**src/fieldbus_timeout_config_pkg.sv**
```systemverilog
// package for the fieldbus timeout and configuration block
// assumes a 100 MHz system clock and an Avalon-MM register slave
package fieldbus_timeout_config_pkg;
	localparam int unsigned CLK_HZ          = 100_000_000;
	localparam int unsigned MS_PER_S        = 1000;
	localparam int unsigned CYC_PER_MS_I    = CLK_HZ / MS_PER_S;
	localparam logic [16:0] CYC_PER_MS      = CYC_PER_MS_I[16:0];
	localparam logic [15:0] TMO_MIN_MS      = 16'h0001;
	localparam logic [15:0] TMO_MAX_MS      = 16'h2710;
	localparam logic [15:0] TMO_DEF_MS      = 16'h0064;
	localparam logic [5:0]  MAX_SLOTS       = 6'h20;
	localparam logic [15:0] REV_MAX         = 16'hFFFF;
	localparam logic [15:0] REV_FIRST       = 16'h0001;
	localparam logic [15:0] PROFILE_ID      = 16'hF600;

	localparam logic [7:0] ERR_NONE        = 8'h00;
	localparam logic [7:0] ERR_IN_MAP      = 8'h01;
	localparam logic [7:0] ERR_OUT_MAP     = 8'h02;
	localparam logic [7:0] ERR_SIZE        = 8'h03;
	localparam logic [7:0] ERR_PARAM       = 8'h04;

	localparam logic [7:0] ACT_TRIP        = 8'h00;
	localparam logic [7:0] ACT_FAULT_VALS  = 8'h01;
	localparam logic [7:0] ACT_CLEAR       = 8'h02;
	localparam logic [7:0] ACT_HOLD        = 8'h03;
	localparam logic [7:0] ACT_NONE        = 8'h04;
	localparam logic [7:0] TARGET_MAX      = 8'h04;
	localparam logic [7:0] KIND_MAX        = 8'h05;
	localparam logic [7:0] TARGET_DEF      = 8'h00;
	localparam logic [7:0] KIND_DEF        = 8'h00;

	// byte addresses of the register words
	localparam logic [4:0] ADDR_ERR        = 5'h00;
	localparam logic [4:0] ADDR_REV        = 5'h04;
	localparam logic [4:0] ADDR_PROFILE    = 5'h08;
	localparam logic [4:0] ADDR_DATE       = 5'h0C;
	localparam logic [4:0] ADDR_TMO        = 5'h10;
	localparam logic [4:0] ADDR_ACTION     = 5'h14;
	localparam logic [4:0] ADDR_TARGET     = 5'h18;
	localparam logic [4:0] ADDR_KIND       = 5'h1C;
	localparam logic [31:0] UNMAPPED_READ  = 32'h0000_0000;

	typedef enum logic [1:0] {
		SUP_IDLE    = 2'b00,
		SUP_WATCH   = 2'b01,
		SUP_EXPIRED = 2'b11
	} sup_state_e;

	// one connect request from the controller
	typedef struct packed {
		logic        valid;
		logic [7:0]  in_slots;
		logic [7:0]  out_slots;
		logic        size_mismatch;
		logic        param_invalid;
		logic [15:0] timeout_ms;
		logic        date_valid;
		logic [31:0] date;
	} connect_req_s;

	// outgoing output-mapping control on timeout
	typedef struct packed {
		logic trip;
		logic apply_fault_values;
		logic clear_outputs;
		logic hold_last;
		logic timed_out;
	} timeout_act_s;

	typedef struct packed {
		sup_state_e  state;
		logic [16:0] cyc_cnt;
		logic [15:0] ms_cnt;
		logic [7:0]  config_error_code;
		logic [15:0] revision_counter;
		logic [31:0] installation_date;
		logic [15:0] cyclic_timeout_period;
		logic [7:0]  timeout_action_select;
		logic [7:0]  timeout_event_target;
		logic [7:0]  timeout_event_kind;
		logic        rd_pend;
		logic [31:0] readdata;
		timeout_act_s act;
	} state_s;
endpackage

```
**src/fieldbus_timeout_config.sv**
```systemverilog
// fieldbus cyclic-frame watchdog with configuration registers
// assumes connect/frame/event strobes from same-clock logic
//
// Chosen here: the address map and the Avalon-MM interface to the registers.
`timescale 1ns/10ps
`default_nettype none
module fieldbus_timeout_config
	import fieldbus_timeout_config_pkg::*;
(
	input  wire logic         i_clk_sys,
	input  wire logic         i_sys_rst,
	input  wire logic [4:0]   i_avs_address,
	input  wire logic         i_avs_read,
	input  wire logic         i_avs_write,
	input  wire logic [31:0]  i_avs_writedata,
	input  wire logic [3:0]   i_avs_byteenable,
	output logic [31:0]       o_avs_readdata,
	output logic              o_avs_waitrequest,
	input  wire connect_req_s i_connect,
	input  wire logic         i_cyclic_frame,
	input  wire logic         i_slot_change,
	input  wire logic         i_param_write_activated,
	input  wire logic         i_user_save,
	input  wire logic         i_restore_defaults,
	output timeout_act_s      o_timeout_act,
	output logic [7:0]        o_event_target,
	output logic [7:0]        o_event_kind
);
	state_s r;
	state_s next_r;
	logic   wr_hit;
	logic   rd_hit;
	logic   bump;
	logic   full_word;
	logic [15:0] tmo_in;

	// writes finish at once; reads take one extra cycle for registered data
	assign wr_hit            = i_avs_write;
	assign rd_hit            = i_avs_read && r.rd_pend;
	assign o_avs_waitrequest = i_avs_read && !r.rd_pend;
	assign o_avs_readdata    = r.readdata;
	assign o_timeout_act     = r.act;
	assign o_event_target    = r.timeout_event_target;
	assign o_event_kind      = r.timeout_event_kind;
	assign full_word         = &i_avs_byteenable[1:0];

	always_comb begin
		next_r  = r;
		tmo_in  = i_avs_writedata[15:0];
		bump    = i_slot_change || i_param_write_activated || i_user_save;

		// parameter writes over the bus
		next_r.rd_pend = i_avs_read && !r.rd_pend;
		if (wr_hit && full_word) begin
			case (i_avs_address)
				ADDR_TMO: begin
					// out-of-range values are refused, keeping the old period
					if (tmo_in >= TMO_MIN_MS && tmo_in <= TMO_MAX_MS) begin
						next_r.cyclic_timeout_period = tmo_in;
					end
				end
				ADDR_ACTION: begin
					if (i_avs_writedata[7:0] <= ACT_NONE) begin
						next_r.timeout_action_select = i_avs_writedata[7:0];
					end
				end
				ADDR_TARGET: begin
					if (i_avs_writedata[7:0] <= TARGET_MAX) begin
						next_r.timeout_event_target = i_avs_writedata[7:0];
					end
				end
				ADDR_KIND: begin
					if (i_avs_writedata[7:0] <= KIND_MAX) begin
						next_r.timeout_event_kind = i_avs_writedata[7:0];
					end
				end
				// date is read-only over the bus: only a connect request with date_valid sets it
				default: begin
					next_r.readdata = r.readdata;
				end
			endcase
		end

		if (i_avs_read && !r.rd_pend) begin
			case (i_avs_address)
				ADDR_ERR:     next_r.readdata = {24'h000000, r.config_error_code};
				ADDR_REV:     next_r.readdata = {16'h0000, r.revision_counter};
				ADDR_PROFILE: next_r.readdata = {16'h0000, PROFILE_ID};
				ADDR_DATE:    next_r.readdata = r.installation_date;
				ADDR_TMO:     next_r.readdata = {16'h0000, r.cyclic_timeout_period};
				ADDR_ACTION:  next_r.readdata = {24'h000000, r.timeout_action_select};
				ADDR_TARGET:  next_r.readdata = {24'h000000, r.timeout_event_target};
				ADDR_KIND:    next_r.readdata = {24'h000000, r.timeout_event_kind};
				default:      next_r.readdata = UNMAPPED_READ;
			endcase
		end

		// revision counter; defaults win over an increment in the same cycle
		if (i_restore_defaults) begin
			next_r.revision_counter = 16'h0000;
		end else if (bump) begin
			if (r.revision_counter == REV_MAX) begin
				next_r.revision_counter = REV_FIRST;
			end else begin
				next_r.revision_counter = r.revision_counter + REV_FIRST;
			end
		end

		// connect request: error code, timeout and date refresh
		if (i_connect.valid) begin
			if (i_connect.in_slots > {2'b00, MAX_SLOTS}) begin
				next_r.config_error_code = ERR_IN_MAP;
			end else if (i_connect.out_slots > {2'b00, MAX_SLOTS}) begin
				next_r.config_error_code = ERR_OUT_MAP;
			end else if (i_connect.size_mismatch) begin
				next_r.config_error_code = ERR_SIZE;
			end else if (i_connect.param_invalid) begin
				next_r.config_error_code = ERR_PARAM;
			end else begin
				next_r.config_error_code = ERR_NONE;
			end
			if (i_connect.timeout_ms >= TMO_MIN_MS && i_connect.timeout_ms <= TMO_MAX_MS) begin
				next_r.cyclic_timeout_period = i_connect.timeout_ms;
			end
			if (i_connect.date_valid) begin
				next_r.installation_date = i_connect.date;
			end
		end

		// supervision of cyclic frames
		case (r.state)
			SUP_IDLE: begin
				next_r.cyc_cnt = 17'h00000;
				next_r.ms_cnt  = 16'h0000;
				if (i_cyclic_frame) begin
					next_r.state = SUP_WATCH;
				end
			end
			SUP_WATCH: begin
				if (i_cyclic_frame || i_connect.valid) begin
					next_r.cyc_cnt = 17'h00000;
					next_r.ms_cnt  = 16'h0000;
				end else if (r.cyc_cnt == CYC_PER_MS - 17'h00001) begin
					next_r.cyc_cnt = 17'h00000;
					next_r.ms_cnt  = r.ms_cnt + 16'h0001;
					if (r.ms_cnt + 16'h0001 >= r.cyclic_timeout_period) begin
						next_r.state = SUP_EXPIRED;
					end
				end else begin
					next_r.cyc_cnt = r.cyc_cnt + 17'h00001;
				end
			end
			SUP_EXPIRED: begin
				next_r.cyc_cnt = 17'h00000;
				next_r.ms_cnt  = 16'h0000;
				if (i_cyclic_frame) begin
					next_r.state = SUP_WATCH;
				end
			end
			default: begin
				next_r.state = SUP_IDLE;
			end
		endcase

		// output action, held while expired
		next_r.act = '0;
		if (next_r.state == SUP_EXPIRED) begin
			next_r.act.timed_out = 1'b1;
			case (r.timeout_action_select)
				ACT_TRIP:       next_r.act.trip = 1'b1;
				ACT_FAULT_VALS: next_r.act.apply_fault_values = 1'b1;
				ACT_CLEAR:      next_r.act.clear_outputs = 1'b1;
				ACT_HOLD:       next_r.act.hold_last = 1'b1;
				default:        next_r.act.timed_out = 1'b1;
			endcase
		end
	end

	always_ff @(posedge i_clk_sys) begin
		if (i_sys_rst) begin
			r                       <= '0;
			r.state                 <= SUP_IDLE;
			r.config_error_code     <= ERR_NONE;
			r.revision_counter      <= 16'h0000;
			r.cyclic_timeout_period <= TMO_DEF_MS;
			r.timeout_action_select <= ACT_NONE;
			r.timeout_event_target  <= TARGET_DEF;
			r.timeout_event_kind    <= KIND_DEF;
		end else begin
			r <= next_r;
		end
	end
endmodule
`default_nettype wire

```
**config.mk**
```make
export PLATFORM = sky130hd
export DESIGN_NAME = fieldbus_timeout_config
export DESIGN_NICKNAME = d
export VERILOG_FILES = /design/src/fieldbus_timeout_config_pkg.sv /design/src/fieldbus_timeout_config.sv
export SDC_FILE = /design/constraint.sdc
export NUM_CORES = 1
export LEC_CHECK = 0
export BUFFER_PORTS_ARGS = -buffer_cell sky130_fd_sc_hd__buf_2
export CORE_AREA = 4 4 113 136
export CTS_CLUSTER_SIZE = 16
export DETAILED_ROUTE_END_ITERATION = 12
export DIE_AREA = 0 0 117 140
export PLACE_DENSITY = 0.84
export SYNTH_ARGS = -nofsm -noshare
export SYNTH_HDL_FRONTEND = slang
export SYNTH_SLANG_ARGS = --single-unit
```
**constraint.sdc**
```tcl
create_clock -name i_clk_sys -period 7.9 [get_ports i_clk_sys]
set_input_delay 0.79 -clock i_clk_sys [delete_from_list [all_inputs] [get_ports i_clk_sys]]
set_output_delay 0.79 -clock i_clk_sys [all_outputs]
set_load 0.02 [all_outputs]
```
Yosys cells after proc, flatten, opt, wreduce, memory -nomap -nowiden --
Index checks and enable logic that the tools add are counted.
Word-level totals: register bits after elaboration 169, input port bits 118, output and inout bits 54, word-level logic and storage cells 98
Operators by class: add/sub/neg operators 3, order comparisons 9, eq/ne operators 16, multiplexer cells 31, bitwise operators 1, reductions and logical operators 21
Operator list (count):
- $pmux W32 S8 | 1
- $mux W16 | 6
- $pmux W33 S2 | 1
- $mux W8 | 6
- $mux W40 | 1
- $mux W33 | 1
- $add A16 B1 Y16 const B | 2
- $ge A16 B1 Y1 const B | 2
- $le A16 B14 Y1 const B | 2
- $eq A5 B5 Y1 const B | 4
- $add A17 B1 Y17 const B | 1
- $eq A17 B17 Y1 const B | 1
- $mux W17 | 1
- $eq A16 B16 Y1 const B | 1
- $eq A8 B2 Y1 const B | 2
- $ge A16 B16 Y1 | 1
- $gt A8 B6 Y1 const B | 2
- $le A8 B3 Y1 const B | 2
- $mux W3 | 4
- $eq A5 B4 Y1 const B | 2
- $reduce_and A3 Y1 | 3
- $eq A8 B1 Y1 const B | 1
- $logic_not A8 Y1 | 1
- $mux W2 | 4
- 15 further kinds | 29

Logic depth before layout (Yosys ltp) --
depth in word-level cells 9, mapped depth 12, mapped depth without buffers 11

Worst setup path before layout --
Ideal clock, no wire load.
path kind input-to-reg, start point input port i_avs_writedata[0], end point register r[64] in the netlist's numbering, library setup time 0.117 ns, arrival 2.657 ns, required time 7.783 ns, setup slack 5.126 ns, cell stages on the path 6, buffers on the path 0, cells stage by stage or4_1 nor4_1 nand4_1 a211oi_4 mux2_2 o22a_1
Between the ends: cells in the longest elaborated chain, start to end 7, elaborated cells on any way between the ends 8, those cells by class 2 x order compare; 5 x mux; 1 x reduce/logical
Ends and longest elaborated chain:
- start, declared | line fieldbus_timeout_config.sv:15 | input wire logic [31:0] i_avs_writedata,
- $ge A16 B1 Y1 or $le A16 B14 Y1 (tied branches) | line fieldbus_timeout_config.sv:58 | if (tmo_in >= TMO_MIN_MS && tmo_in <= TMO_MAX_MS) begin
- $logic_and A1 B1 Y1 * | line fieldbus_timeout_config.sv:58
- $mux W16 * | line fieldbus_timeout_config.sv:58
- $mux W16 * | line fieldbus_timeout_config.sv:55 | case (i_avs_address)
- $mux W40 * | line fieldbus_timeout_config.sv:54 | if (wr_hit && full_word) begin
- $mux W16 | line fieldbus_timeout_config.sv:122 | if (i_connect.timeout_ms >= TMO_MIN_MS && i_connect.timeout_ms <= TMO_MAX_MS) begin
- $mux W16 * | line fieldbus_timeout_config.sv:110 | if (i_connect.valid) begin
- end signal, assigned | line fieldbus_timeout_config.sv:190 | r <= next_r;
- end, declared | line fieldbus_timeout_config.sv:29 | state_s r;
Mark *: on every way between the ends. The rest lies on a longest branch, timed or not. A chain may end at the register's enable or synchronous reset.

Worst setup path in the final report --
start point input port i_avs_address[1], end point register r[67] in the netlist's numbering
Between the ends: cells in the longest elaborated chain, start to end 5
Ends and longest elaborated chain:
- start, declared | line fieldbus_timeout_config.sv:12 | input wire logic [4:0] i_avs_address,
- $eq A5 B5 Y1 * | line fieldbus_timeout_config.sv:55
- $mux W16 * | line fieldbus_timeout_config.sv:55
- $mux W40 * | line fieldbus_timeout_config.sv:54
- $mux W16 | line fieldbus_timeout_config.sv:122
- $mux W16 * | line fieldbus_timeout_config.sv:110
Marked as above.

==> impl_metrics.yaml <==
pwr:
  p_per_area_nw_per_um2: 201
  p_leak_nw: 3.56
  ir_worst_vdd_mv: 0.135
worst_setup_path:
  r2r_slack_ns: 4.82
  setup.worst_path.start_class: "primary input"
  cp_max_fo: 16
  critical_path_class: "in -> reg"
  cp_data_arrival_time_ns: 4.27
  worstPathRequired_ns: 8.22
  end_kind: "flop"
outcome:
  status: "finished clean"
timing:
  hold_violations: 0
  drv_slew: 0
  final.min_clock_period_ns: 3.95
  tightest_slew_ns: 1.29
  setup_viol: 0
  fmax_mhz: 253
  skew_ns: 0.0166
  period_share_pct: 50.0
  rsz0062_at_grt: "no"
  setup_tns_ns: 0
  relSlewSlack_pct: 13.6
yosys:
  ys_top_cells_by_count: "dfxtp_1 (164), nand2_1 (126), nor2_1 (95), a21oi_1 (84), buf_4 (54)"
  syn_inst: 989
  ys.warnings.count: 0
  synth_top_family_by_area: "simple AND/OR/NAND/NOR gates"
  post_synth_main_area_contributors: "dfxtp_1 (40%), nand2_1 (5.8%), a21oi_1 (5.1%)"
  post-synth-top-count-cell: "dfxtp_1"
  synth_edf_count: 0
  synthSimpleGateAreaFrac_pct: 22.7
  synthArstFlopShare_pct: 0
  synth_nets: 1128
  ys_seq_area_share_pct: 40.2
  synth_cell_types: 60
  syn_area_per_cell_sq_um: 8.26
  synth_top_area_cell: "dfxtp_1"
  synthXorXnorAreaFrac_pct: 2.79
  synth_top_area_share_pct: 40.2
  syn_area_sq_um: 8170
  synth_compound_area_share_pct: 17.6
  synth.area.mux_share_pct: 4.69
  ys_seq_elements: 164
  synth_adder_area_share_pct: 3.22
  yosys_most_used_dff: "dfxtp_1"
place:
  io_buffer_count: 153
  gp_congestion: 0.951
  hpwl_um: 15100
drt:
  drt_iter0_drc: 610
  final_antenna_net_count: 0
  num_vias: 7379
  finalWirelength_um: 21100
  routedWlPerCell_um: 16.9
  drc: 0
  viasPerCell: 5.90
  dr.pass1.iters: 5
global_routing:
  grt_max_degree: 88
  grt_overflow: 0
  grt_pass1_wl_um: 33700
  antenna_found_initial: 0
  grt_pass1_vias: 6957
  grt.total_usage_pct: 25.7
clocking:
  cts_root_buffer: "clkbuf_16"
  cts_resized: 0
  cts_buffers: 17
  clock_path_buffers: 2
  clock_latency_ns: 0.43
  cts_setup_buffers: 0
  postCtsHoldBufs: 0
  htreeDepth: 4
  clk_pin_slew_ns: 0.06
  clock-sinks: 164
  cts_tree: "yes"
die:
  io_pins: 172
  dieWidth_um: 117
  rows: 48
  die_h_um: 140
  initial_core_util_pct: 57.6
  dieArea_sq_um: 16400
  core_area_sq_um: 14200
cells_and_area:
  fin_util_pct: 65.2
  drive_gt1_share_pct: 19.3
  n_fill_cell: 1184
  n_antenna_cell: 0
  nets: 1202
  area_growth_syn_to_layout_pct: 13.1
hold_path:
  hold_path.class: "reg -> reg"
run:
  cap_violations: 0
-- path summary, 6_finish.rpt --
kind,depth (start not counted),to,startpoint
setup / recovery,7,r[67],i_avs_address[1]
hold / removal,2,r[104],r[104]
setup reg to reg,11,o_timeout_act[2],r[134]
hold reg to reg,2,r[104],r[104]
-- cells by family (layout without fill, tap and decap cells) --
kind of cell / count (synthesis) / in the layout
DFF: 164 / 164
and+or+nand+nor: 384 / 384
muxes: 36 / 36
buffers and inverters: 133 / 220
adders and majority gates: 21 / 21
xor gates and xnor gates: 26 / 26
AOI/OAI and AO/OA: 225 / 225
-- routing by layer --
layer	track usage [%]	up-vias	wire, um
met5	0	-	0
met4	11.3	0	752
met3	7.13	51	1640
met2	41.7	315	9970
met1	31.6	3411	8720
li1	-	3602	-
-- power breakdown --
group	total (mW)	leakage, nW	internal [mW]	switching [mW]
sequential	0.847	1.33	0.839	0.00826
combinational	0.121	1.93	0.0441	0.0771
clock	0.890	0.309	0.556	0.335
-- through the flow --
stage	worst slack (ns)	total power [mW]	hold WS (ns)	cells	cell area, sq um
final	3.95	1.86	0.453	1251	9240
after global routing	3.74	1.92	0.470	1251	9240
after CTS	4.03	1.86	0.455	1251	9240
after detailed placement	3.62	0.985	0.446	1219	8590
after global placement	3.68	0.982	0.441	1219	8590
after floorplan	5.13	0.933	0.433	989	8170
-- state kept, by name, summed over array words and instances, names as in the netlist --
register	flops
o_timeout_act	5
o_event_target	8
r	111
o_event_kind	8
o_avs_readdata	32
-- critical path: stages --
cell and delay [ns]:
buf_2 0.12, or3b_2 0.62, nor3_1 1.03, nand4_1 0.28, a211oi_4 0.84, mux2_2 0.42, o22a_1 0.17
-- layout make-up --
| cell class | count | area [sq um] | share of cell area, % |
|---|---|---|---|
| Inverter | 31 | 116 | 1.26 |
| Timing Repair Buffer | 157 | 798 | 8.64 |
| Clock buffer | 21 | 470 | 5.09 |
| Multi-Input combinational cell | 692 | 4180 | 45.2 |
| Tap cell | 175 | 219 | 2.37 |
| Clock inverter | 11 | 175 | 1.90 |
| Sequential cell | 164 | 3280 | 35.5 |
-- cells in the final DEF (no fill, tap or decap), types with 4 or more instances in the layout --
| cell | n |
|---|---|
| dfxtp_1 | 164 |
| buf_2 | 152 |
| nand2_1 | 126 |
| nor2_1 | 95 |
| a21oi_1 | 84 |
| o21ai_0 | 41 |
| a22oi_1 | 39 |
| inv_1 | 31 |
| nand3_1 | 30 |
| mux2i_1 | 27 |
| nor3_1 | 21 |
| ha_1 | 21 |
| and2_1 | 20 |
| clkbuf_16 | 17 |
| nand4_1 | 15 |
| xnor2_1 | 14 |
| xor2_1 | 12 |
| or3_1 | 12 |
| or4_1 | 10 |
| o2bb2ai_1 | 10 |
| and3_1 | 9 |
| nand3b_1 | 8 |
| mux2_2 | 8 |
| a221o_1 | 8 |
| nand2b_1 | 7 |
| a31oi_1 | 7 |
| o31ai_1 | 7 |
| a311oi_1 | 6 |
| nor4_1 | 6 |
| and4_1 | 5 |
| buf_4 | 5 |
| nor2b_1 | 4 |
| clkinv_4 | 4 |
| bufinv_16 | 4 |
No activity file was read; power rests on OpenSTA's default activity.
